--- src/hdl/cmc_defs.vh ---
// Constants shared by the CAN mode control and status block
`ifndef CMC_DEFS_VH
`define CMC_DEFS_VH

// Register indices; byte address is four times the index
`define CMC_IDX_CTL        6'h00
`define CMC_IDX_STS        6'h01
`define CMC_IDX_TXS        6'h02
`define CMC_IDX_IRQ_EN     6'h04
`define CMC_IDX_ERR_EN     6'h05
`define CMC_IDX_MSB        7
`define CMC_IDX_LSB        2

// Control register fields
`define CMC_CTL_TIME_TRIG  7
`define CMC_CTL_AUTO_BOFF  6
`define CMC_CTL_AUTO_WAKE  5
`define CMC_CTL_NO_RETX    4
`define CMC_CTL_FIFO_LOCK  3
`define CMC_CTL_TX_ORDER   2
`define CMC_CTL_SLEEP      1
`define CMC_CTL_INIT       0
`define CMC_CTL_RESET      8'h02

// Status register fields
`define CMC_STS_RX         5
`define CMC_STS_TX         4
`define CMC_STS_WAKE       3
`define CMC_STS_ERR        2
`define CMC_STS_SLEEP_ACK  1
`define CMC_STS_INIT_ACK   0
`define CMC_STS_RESET      8'h02

// Transmit status fields: success bits start at 4, done bits at 0
`define CMC_TXS_OK_BASE    4
`define CMC_TXS_DONE_BASE  0
`define CMC_TXS_RESET      8'h00
`define CMC_MAILBOXES      3

// Interrupt enable register fields
`define CMC_IEN_WAKE       7
`define CMC_IEN_TX_EMPTY   0
`define CMC_IEN_RESET      8'h00

// Error enable register fields: bit 7 irq enable, bits 3:0 per source
`define CMC_EEN_IRQ        7
`define CMC_EEN_SRC_MSB    3
`define CMC_EEN_RESET      8'h00
`define CMC_ERR_SOURCES    4

// Bus timing counts: run length in bit times, bus-off length in runs
`define CMC_RUN_LEN        4'hB
`define CMC_BOFF_RUNS      8'h80

// AXI4-Lite responses
`define CMC_RESP_OKAY      2'h0
`define CMC_RESP_SLVERR    2'h2

`endif

--- src/hdl/cmc_recessive_counter.v ---
// Counter that pulses after each run of consecutive recessive bits
`timescale 1ns/1ps
`include "cmc_defs.vh"

module cmc_recessive_counter (
	input  wire       clk,
	input  wire       srst,
	input  wire       clear,
	input  wire       bitTick,
	input  wire       rxLevel,
	output wire       runDone
);

	reg [3:0] runCnt_reg;
	reg       runDone_reg;

	assign runDone = runDone_reg;

	always @(posedge clk) begin
		if (srst) begin
			runCnt_reg  <= 4'h0;
			runDone_reg <= 1'b0;
		end else begin
			runDone_reg <= 1'b0;
			if (clear) begin
				runCnt_reg <= 4'h0;
			end else if (bitTick) begin
				// A dominant bit breaks the run
				if (!rxLevel) begin
					runCnt_reg <= 4'h0;
				end else if (runCnt_reg == `CMC_RUN_LEN - 4'h1) begin
					runCnt_reg  <= 4'h0;
					runDone_reg <= 1'b1;
				end else begin
					runCnt_reg <= runCnt_reg + 4'h1;
				end
			end
		end
	end

endmodule

--- src/hdl/cmc_mode_control.v ---
// CAN mode control and status registers with an AXI4-Lite slave
//
// Operation
// - Time-trigger bit enables time-triggered mode
// - Bus-off exit automatic or by software
// - Auto wakeup on message clears sleep, sets flag
// - Without auto wakeup, software clears sleep
// - Sleep refused while bus active if auto wakeup is in the same write, flag set
// - No-retransmit bit selects single-shot sending
// - FIFO lock selects overwrite or discard
// - Order bit selects identifier or chronological
// - Sleep entered after current frame completes
// - Reset into sleep, control and status registers read 0x02
// - Init release waits eleven recessive bits
// - Init entered after current frame, ack set
// - Status shows receiver and transmitter activity
// - Start of frame in sleep sets wakeup flag
// - Enabled error source sets error flag
// - Sleep acknowledge follows sleep mode
// - Init acknowledge clears after bus synchronisation
// - Per-mailbox success bit set and cleared
// - Per-mailbox request-done flag, write one clears
// - Transmit interrupt on done flag when enabled
//
// Chosen here: the AXI4-Lite interface to the registers.
`timescale 1ns/1ps
`include "cmc_defs.vh"

module cmc_mode_control (
	input  wire        clk,
	input  wire        srst,
	// AXI4-Lite slave
	input  wire [7:0]  s_axi_awaddr,
	input  wire        s_axi_awvalid,
	output wire        s_axi_awready,
	input  wire [31:0] s_axi_wdata,
	input  wire [3:0]  s_axi_wstrb,
	input  wire        s_axi_wvalid,
	output wire        s_axi_wready,
	output wire [1:0]  s_axi_bresp,
	output wire        s_axi_bvalid,
	input  wire        s_axi_bready,
	input  wire [7:0]  s_axi_araddr,
	input  wire        s_axi_arvalid,
	output wire        s_axi_arready,
	output wire [31:0] s_axi_rdata,
	output wire [1:0]  s_axi_rresp,
	output wire        s_axi_rvalid,
	input  wire        s_axi_rready,
	// Bus side
	input  wire        canRx,
	input  wire        bitTick,
	input  wire        frameActive,
	input  wire        isReceiving,
	input  wire        isTransmitting,
	input  wire        busOffEnter,
	input  wire [3:0]  errSourceSet,
	input  wire [2:0]  txRequest,
	input  wire [2:0]  txComplete,
	input  wire [2:0]  txCompleteOk,
	// Configuration and mode towards the protocol engine; interrupt lines towards the system
	output wire        timeTriggerEnable,
	output wire        noRetransmit,
	output wire        rxFifoLock,
	output wire        txOrderSelect,
	output wire        sleepMode,
	output wire        initMode,
	output wire        normalMode,
	output wire        busOffActive,
	output wire        statusIrq,
	output wire        txIrq
);

	localparam [1:0] ST_SLEEP  = 2'h0;
	localparam [1:0] ST_INIT   = 2'h1;
	localparam [1:0] ST_SYNC   = 2'h2;
	localparam [1:0] ST_NORMAL = 2'h3;

	reg  [1:0]  state_reg;
	reg  [7:0]  ctl_reg;
	reg  [7:0]  irqEn_reg;
	reg  [7:0]  errEn_reg;
	reg         wakeFlag_reg;
	reg         errFlag_reg;
	reg         initAck_reg;
	reg         rxAct_reg;
	reg         txAct_reg;
	reg  [2:0]  txOk_reg;
	reg  [2:0]  reqDone_reg;
	reg         busOff_reg;
	reg         swRecovery_reg;
	reg  [7:0]  boffRuns_reg;
	reg         statusIrq_reg;
	reg         txIrq_reg;
	reg         rxS1_reg;
	reg         rxS2_reg;
	reg         rxS3_reg;
	reg         rxLevel_reg;

	reg  [7:0]  awAddr_reg;
	reg         awHeld_reg;
	reg  [7:0]  wData_reg;
	reg         wStrb_reg;
	reg         wHeld_reg;
	reg         bvalid_reg;
	reg  [1:0]  bresp_reg;
	reg         rvalid_reg;
	reg  [7:0]  rdata_reg;
	reg  [1:0]  rresp_reg;
	reg  [7:0]  rdata_next;
	reg         rdMapped;

	wire        runDone;
	wire [5:0]  wrIdx = awAddr_reg[`CMC_IDX_MSB:`CMC_IDX_LSB];
	wire [5:0]  rdIdx = s_axi_araddr[`CMC_IDX_MSB:`CMC_IDX_LSB];
	wire        wrFire = awHeld_reg && wHeld_reg && !bvalid_reg;
	wire        wrMapped = (wrIdx == `CMC_IDX_CTL) || (wrIdx == `CMC_IDX_STS) ||
	                       (wrIdx == `CMC_IDX_TXS) || (wrIdx == `CMC_IDX_IRQ_EN) ||
	                       (wrIdx == `CMC_IDX_ERR_EN);
	wire        wrEn = wrFire && wStrb_reg;
	wire        wrCtl = wrEn && (wrIdx == `CMC_IDX_CTL);
	wire        wrSts = wrEn && (wrIdx == `CMC_IDX_STS);
	wire        wrTxs = wrEn && (wrIdx == `CMC_IDX_TXS);
	wire        rdFire = s_axi_arvalid && !rvalid_reg;

	wire        autoWake = ctl_reg[`CMC_CTL_AUTO_WAKE];
	wire        sleepAck = (state_reg == ST_SLEEP);
	// Falling edge of the filtered receive level marks a start of frame
	wire        rxAgree = (rxS2_reg == rxS3_reg);
	wire        sofEdge = rxAgree && !rxS2_reg && rxLevel_reg;
	wire        wakeByBus = (state_reg == ST_SLEEP) && autoWake && sofEdge;
	wire        refuseSleep = wrCtl && wData_reg[`CMC_CTL_SLEEP] &&
	                          wData_reg[`CMC_CTL_AUTO_WAKE] && frameActive;
	wire        monitorBoff = busOff_reg && (state_reg == ST_NORMAL) &&
	                          (ctl_reg[`CMC_CTL_AUTO_BOFF] || swRecovery_reg);
	wire        errEvent = |(errSourceSet & errEn_reg[`CMC_EEN_SRC_MSB:0]);
	wire [7:0]  stsView = {2'h0, rxAct_reg, txAct_reg, wakeFlag_reg, errFlag_reg,
	                       sleepAck, initAck_reg};
	wire [7:0]  txsView = {1'b0, txOk_reg, 1'b0, reqDone_reg};

	assign s_axi_awready = !awHeld_reg;
	assign s_axi_wready  = !wHeld_reg;
	assign s_axi_bvalid  = bvalid_reg;
	assign s_axi_bresp   = bresp_reg;
	assign s_axi_arready = !rvalid_reg;
	assign s_axi_rvalid  = rvalid_reg;
	assign s_axi_rresp   = rresp_reg;
	assign s_axi_rdata   = {24'h00_0000, rdata_reg};

	assign timeTriggerEnable = ctl_reg[`CMC_CTL_TIME_TRIG];
	assign noRetransmit      = ctl_reg[`CMC_CTL_NO_RETX];
	assign rxFifoLock        = ctl_reg[`CMC_CTL_FIFO_LOCK];
	assign txOrderSelect     = ctl_reg[`CMC_CTL_TX_ORDER];
	assign sleepMode         = (state_reg == ST_SLEEP);
	assign initMode          = (state_reg == ST_INIT);
	assign normalMode        = (state_reg == ST_NORMAL);
	assign busOffActive      = busOff_reg;
	assign statusIrq         = statusIrq_reg;
	assign txIrq             = txIrq_reg;

	// Three-stage receive synchroniser; level changes once stages two and three agree
	always @(posedge clk) begin
		if (srst) begin
			rxS1_reg    <= 1'b1;
			rxS2_reg    <= 1'b1;
			rxS3_reg    <= 1'b1;
			rxLevel_reg <= 1'b1;
		end else begin
			rxS1_reg <= canRx;
			rxS2_reg <= rxS1_reg;
			rxS3_reg <= rxS2_reg;
			if (rxAgree) begin
				rxLevel_reg <= rxS2_reg;
			end
		end
	end

	// Counting only makes sense while the node listens to the bus
	// Bus-off entry restarts the run so idle bits from before it never count
	cmc_recessive_counter u_runs (
		.clk     (clk),
		.srst    (srst),
		.clear   ((state_reg == ST_SLEEP) || (state_reg == ST_INIT) || busOffEnter),
		.bitTick (bitTick),
		.rxLevel (rxLevel_reg),
		.runDone (runDone)
	);

	// Mode sequencing
	always @(posedge clk) begin
		if (srst) begin
			state_reg <= ST_SLEEP;
		end else begin
			case (state_reg)
				ST_SLEEP: begin
					if (wakeByBus || !ctl_reg[`CMC_CTL_SLEEP]) begin
						state_reg <= ctl_reg[`CMC_CTL_INIT] ? ST_INIT : ST_SYNC;
					end
				end
				ST_INIT: begin
					if (!ctl_reg[`CMC_CTL_INIT]) begin
						state_reg <= ctl_reg[`CMC_CTL_SLEEP] ? ST_SLEEP : ST_SYNC;
					end
				end
				ST_SYNC, ST_NORMAL: begin
					if (ctl_reg[`CMC_CTL_INIT] && !frameActive) begin
						state_reg <= ST_INIT;
					end else if (ctl_reg[`CMC_CTL_SLEEP] && !frameActive) begin
						state_reg <= ST_SLEEP;
					end else if (state_reg == ST_SYNC && runDone) begin
						state_reg <= ST_NORMAL;
					end
				end
				default: begin
					state_reg <= ST_SLEEP;
				end
			endcase
		end
	end

	// Init acknowledge spans init mode and the following resynchronisation
	always @(posedge clk) begin
		if (srst) begin
			initAck_reg <= 1'b0;
		end else if (state_reg == ST_INIT) begin
			initAck_reg <= 1'b1;
		end else if (state_reg == ST_SYNC && runDone) begin
			initAck_reg <= 1'b0;
		end else if (state_reg == ST_SLEEP) begin
			initAck_reg <= 1'b0;
		end
	end

	// Control register; hardware may only clear the sleep request
	always @(posedge clk) begin
		if (srst) begin
			ctl_reg   <= `CMC_CTL_RESET;
			irqEn_reg <= `CMC_IEN_RESET;
			errEn_reg <= `CMC_EEN_RESET;
		end else begin
			if (wakeByBus) begin
				ctl_reg[`CMC_CTL_SLEEP] <= 1'b0;
			end
			if (wrCtl) begin
				ctl_reg <= wData_reg;
				// Auto wakeup must arrive in the same write as the sleep request
				ctl_reg[`CMC_CTL_SLEEP] <= wData_reg[`CMC_CTL_SLEEP] && !refuseSleep;
			end
			if (wrEn && wrIdx == `CMC_IDX_IRQ_EN) begin
				irqEn_reg <= wData_reg;
			end
			if (wrEn && wrIdx == `CMC_IDX_ERR_EN) begin
				errEn_reg <= wData_reg;
			end
		end
	end

	// Status flags; a hardware set beats a same-cycle software clear
	always @(posedge clk) begin
		if (srst) begin
			wakeFlag_reg <= 1'b0;
			errFlag_reg  <= 1'b0;
			rxAct_reg    <= 1'b0;
			txAct_reg    <= 1'b0;
		end else begin
			rxAct_reg <= isReceiving;
			txAct_reg <= isTransmitting;
			if ((state_reg == ST_SLEEP && sofEdge) || refuseSleep) begin
				wakeFlag_reg <= 1'b1;
			end else if (wrSts && wData_reg[`CMC_STS_WAKE]) begin
				wakeFlag_reg <= 1'b0;
			end
			if (errEvent) begin
				errFlag_reg <= 1'b1;
			end else if (wrSts && wData_reg[`CMC_STS_ERR]) begin
				errFlag_reg <= 1'b0;
			end
		end
	end

	// Per-mailbox completion and success flags
	genvar mb;
	generate
		for (mb = 0; mb < `CMC_MAILBOXES; mb = mb + 1) begin : g_mailbox
			wire doneClr = wrTxs && wData_reg[`CMC_TXS_DONE_BASE + mb];
			always @(posedge clk) begin
				if (srst) begin
					reqDone_reg[mb] <= 1'b0;
					txOk_reg[mb]    <= 1'b0;
				end else begin
					if (txComplete[mb]) begin
						reqDone_reg[mb] <= 1'b1;
					end else if (doneClr) begin
						reqDone_reg[mb] <= 1'b0;
					end
					if (txComplete[mb] && txCompleteOk[mb]) begin
						txOk_reg[mb] <= 1'b1;
					end else if (txRequest[mb] || doneClr) begin
						txOk_reg[mb] <= 1'b0;
					end
				end
			end
		end
	endgenerate

	// Bus-off: 128 runs of 11 recessive bits, counted only in normal mode
	always @(posedge clk) begin
		if (srst) begin
			busOff_reg     <= 1'b0;
			swRecovery_reg <= 1'b0;
			boffRuns_reg   <= 8'h00;
		end else if (busOffEnter) begin
			busOff_reg     <= 1'b1;
			swRecovery_reg <= 1'b0;
			boffRuns_reg   <= 8'h00;
		end else if (busOff_reg) begin
			if (state_reg == ST_INIT) begin
				swRecovery_reg <= 1'b1;
				boffRuns_reg   <= 8'h00;
			end else if (monitorBoff && runDone) begin
				if (boffRuns_reg == `CMC_BOFF_RUNS - 8'h01) begin
					busOff_reg     <= 1'b0;
					swRecovery_reg <= 1'b0;
					boffRuns_reg   <= 8'h00;
				end else begin
					boffRuns_reg <= boffRuns_reg + 8'h01;
				end
			end
		end
	end

	// Interrupt lines towards the system
	always @(posedge clk) begin
		if (srst) begin
			statusIrq_reg <= 1'b0;
			txIrq_reg     <= 1'b0;
		end else begin
			statusIrq_reg <= (wakeFlag_reg && irqEn_reg[`CMC_IEN_WAKE]) ||
			                 (errFlag_reg && errEn_reg[`CMC_EEN_IRQ]);
			txIrq_reg     <= (|reqDone_reg) && irqEn_reg[`CMC_IEN_TX_EMPTY];
		end
	end

	// AXI4-Lite write: address and data taken in either order
	always @(posedge clk) begin
		if (srst) begin
			awAddr_reg <= 8'h00;
			awHeld_reg <= 1'b0;
			wData_reg  <= 8'h00;
			wStrb_reg  <= 1'b0;
			wHeld_reg  <= 1'b0;
			bvalid_reg <= 1'b0;
			bresp_reg  <= `CMC_RESP_OKAY;
		end else begin
			if (s_axi_awvalid && !awHeld_reg) begin
				awAddr_reg <= s_axi_awaddr;
				awHeld_reg <= 1'b1;
			end
			if (s_axi_wvalid && !wHeld_reg) begin
				wData_reg <= s_axi_wdata[7:0];
				wStrb_reg <= s_axi_wstrb[0];
				wHeld_reg <= 1'b1;
			end
			if (wrFire) begin
				awHeld_reg <= 1'b0;
				wHeld_reg  <= 1'b0;
				bvalid_reg <= 1'b1;
				bresp_reg  <= wrMapped ? `CMC_RESP_OKAY : `CMC_RESP_SLVERR;
			end else if (bvalid_reg && s_axi_bready) begin
				bvalid_reg <= 1'b0;
			end
		end
	end

	// Read data mux; status and transmit flags read back as live state
	always @* begin
		rdata_next = 8'h00;
		rdMapped   = 1'b1;
		case (rdIdx)
			`CMC_IDX_CTL:    rdata_next = ctl_reg;
			`CMC_IDX_STS:    rdata_next = stsView;
			`CMC_IDX_TXS:    rdata_next = txsView;
			`CMC_IDX_IRQ_EN: rdata_next = irqEn_reg;
			`CMC_IDX_ERR_EN: rdata_next = errEn_reg;
			default:         rdMapped   = 1'b0;
		endcase
	end

	always @(posedge clk) begin
		if (srst) begin
			rvalid_reg <= 1'b0;
			rdata_reg  <= 8'h00;
			rresp_reg  <= `CMC_RESP_OKAY;
		end else if (rdFire) begin
			rvalid_reg <= 1'b1;
			rdata_reg  <= rdata_next;
			rresp_reg  <= rdMapped ? `CMC_RESP_OKAY : `CMC_RESP_SLVERR;
		end else if (rvalid_reg && s_axi_rready) begin
			rvalid_reg <= 1'b0;
		end
	end

endmodule

--- config.mk ---
export PLATFORM = sky130hd
export DESIGN_NAME = cmc_mode_control
export DESIGN_NICKNAME = d
export VERILOG_FILES = /design/src/hdl/cmc_recessive_counter.v /design/src/hdl/cmc_mode_control.v
export VERILOG_INCLUDE_DIRS = /design/src /design/src/hdl
export SDC_FILE = /design/constraint.sdc
export NUM_CORES = 1
export LEC_CHECK = 0
export BUFFER_PORTS_ARGS = -buffer_cell sky130_fd_sc_hd__buf_2
export CAP_MARGIN = 40
export CORE_ASPECT_RATIO = 1.5
export CORE_UTILIZATION = 51
export CTS_CLUSTER_SIZE = 12
export DETAILED_ROUTE_END_ITERATION = 10
export HOLD_SLACK_MARGIN = 0.02
export PLACE_DENSITY = 0.77
export SLEW_MARGIN = 20
export SYNTH_ARGS = -nofsm -noshare
export SYNTH_HDL_FRONTEND = slang
export SYNTH_SLANG_ARGS = --single-unit
--- constraint.sdc ---
create_clock -name clk -period 2.1 [get_ports clk]
set_input_delay 0.42 -clock clk [delete_from_list [all_inputs] [get_ports clk]]
set_output_delay 0.42 -clock clk [all_outputs]
set_load 0.02 [all_outputs]
==> flow_summary.toml <==
[routing]
via_count = 3582
drtIter0Drc = 182
wl_um = 9410
postRouteAntennaNets = 0
dr.pass1.iters = 5
avgViaCountPerCell = 5.62
wl_per_cell_um = 14.8
drc_errors = 0

[grt]
grt_usage = 0.245
antenna_found_initial = 0
grt_max_degree = 35
grt_overflow = 0
grt_pass1_wl_um = 15500
grt_pass1_vias = 3370

[final_layout]
final_cell_mix = "dfxtp_1, buf_2, nor2_1"
syn_to_final_growth_pct = 17.5
drive_gt1_frac = 0.204
register_area_mm2 = 0.00174
multi_input_area_mm2 = 0.00203
nFillCells = 681
layout.nets = 612
n_antenna_cell = 0
finish.utilization = 0.621
layout_commonest_cell = "dfxtp_1"

[clocking]
htreeDepth = 3
hold_buffers = 0
clk_pin_slew_ns = 0.06
cts_tree = "yes"
cts_root_buffer = "clkbuf_16"
clk_latency_ns = 0.34
clock_tree.buffer_depth = 2
ctsResizeCount = 0
post-cts-setup-buffers = 0
clock_sinks = 87
numCtsBuffers = 9

[logic_synthesis]
synth-edff-count = 0
synthesis.area_mm2 = 0.00402
synth-async-reset-ratio = 0
yosys.cell_types.count = 52
yosysSeqAreaShare = 0.433
ys_seq_elements = 87
yosys_warnings = 0
syn_inst = 465
synth.avg_cell_area_um2 = 8.65
yosys_most_used_dff = "dfxtp_1"

[placed_design]
port_buffers = 71
place.gp.congestion = 0.788
place_hpwl_um = 6870

[timing]
worstMarginPinSlew_ns = 0.561
hold_viol = 0
fin_setup_tns_ns = 0
fin_crit_sh = 0.953
finalClockSkew_ns = 0.00438
slew_headroom = 0.621
rsz0062_at_grt = "no"
drv_slew = 0
fmax_mhz = 500
fin_crit_ns = 2.00
setup_violations = 0

[power]
sw_frac_of_total = 0.230
power.density_mw_per_mm2 = 799
seqPwrFrac = 0.461
power.share.clock = 0.458
p_switching_uw = 867
internal_power_uw = 2910
p_comb_frac = 0.081
ir_worst_vdd_v = 0.000670
p_leak_uw = 0.00192

[floorplanning]
dieHeight_um = 111
die_w_um = 74.5
rows = 39
ioPinCount = 129
start_util = 0.528
core_area_mm2 = 0.00761
dieArea_mm2 = 0.00825

[flow_run]
cap_violations = 0

[critical_path]
cp-start-kind = "register"
cp_max_fo = 11
required_ns = 1.68
crit_type = "reg -> out"
cp-end-kind = "output port"
cp.arrival_ns = 1.58

[worst_hold_path]
hold_class = "in -> reg"

[status]
status = "completed"
-- cell type report --
type | count | share of cell area
Sequential cell | 87 | 0.369
Timing Repair Buffer | 80 | 0.0921
Tap cell | 102 | 0.0270
Multi-Input combinational cell | 336 | 0.429
Clock inverter | 5 | 0.0169
Clock buffer | 11 | 0.0535
Inverter | 16 | 0.0127
-- through the flow --
step                      cell area (um2)  worst slack, ns  hold WS (ns)  total power, uW  cells
after global placement               4390            0.114         0.394             2070    621
after global routing                 4730           0.0320         0.265             3910    637
after floorplan                      4120            0.222         0.389             2010    490
final                                4730           0.0994         0.268             3780    637
after CTS                            4730           0.0966         0.258             3810    637
after detailed placement             4390            0.102         0.404             2080    621
-- synthesized netlist by cell type (2+ instances only) --
cell type	instances	area, um2
o21ai_0	15	75.1
a21oi_1	31	155
and3_1	4	25.0
buf_1	2	7.51
nor4b_1	2	17.5
a311oi_1	3	26.3
a31oi_1	8	50.1
mux2_2	3	33.8
o211ai_1	3	22.5
buf_2	3	15.0
inv_1	16	60.1
nand4_1	5	31.3
dfxtp_1	87	1740
a22oi_1	7	52.6
a211o_1	2	17.5
a221oi_1	3	26.3
nand2_1	45	169
nand4b_1	2	17.5
clkbuf_1	20	75.1
ha_1	4	50.1
nor3_1	9	45.0
nor2b_1	9	56.3
or3_1	3	18.8
a32oi_1	5	43.8
a2111oi_0	2	17.5
mux2i_1	32	320
or4_1	4	30.0
buf_4	26	195
o31ai_1	6	45.0
nand3b_1	9	67.6
nand2b_1	8	50.1
nor2_1	53	199
or2_2	2	12.5
nand3_1	14	70.1
-- critical path, cell delays in order (launching register included) --
cell and delay [ns]:
dfxtp_1 0.53, nor2b_1 0.46, buf_2 0.26
-- metal layers --
metal	wire length, um	GRT usage	up-vias
met1	3730	0.283	1693
met4	230	0.118	0
met3	458	0.0491	15
li1	-	-	1742
met2	4990	0.417	132
met5	0	0	-
-- path summary, 6_finish.rpt --
path              slack [ns]  depth (start not counted)      endpoint           from
hold / removal          0.27                          2      rxS1_reg          canRx
setup reg to reg         0.1                          4  wakeFlag_reg  awAddr_reg[7]
hold reg to reg         0.42                          1      rxS2_reg       rxS1_reg
setup / recovery         0.1                          2      initMode   state_reg[0]
-- power groups by stage --
stage,Clock [uW],Combinational (uW),Sequential (uW)
CTS,1760,306,1740
floorplan,0,231,1780
global route,1820,340,1750
detailed placement,0,304,1780
finish,1730,306,1740
global placement,0,297,1780
-- kinds of logic (layout without fill, tap and decap cells) --
| group | after synthesis | in the layout | share of synthesized area |
|---|---|---|---|
| muxes | 36 | 36 | 0.0936 |
| adders and majority gates | 4 | 4 | 0.0124 |
| buffers and inverters | 67 | 112 | 0.0877 |
| other | 1 | 26 | 0.000932 |
| AOI/OAI and AO/OA | 93 | 93 | 0.150 |
| DFF | 87 | 87 | 0.433 |
| and+or+nand+nor | 177 | 177 | 0.222 |
Power figures use the tool's default switching activity.
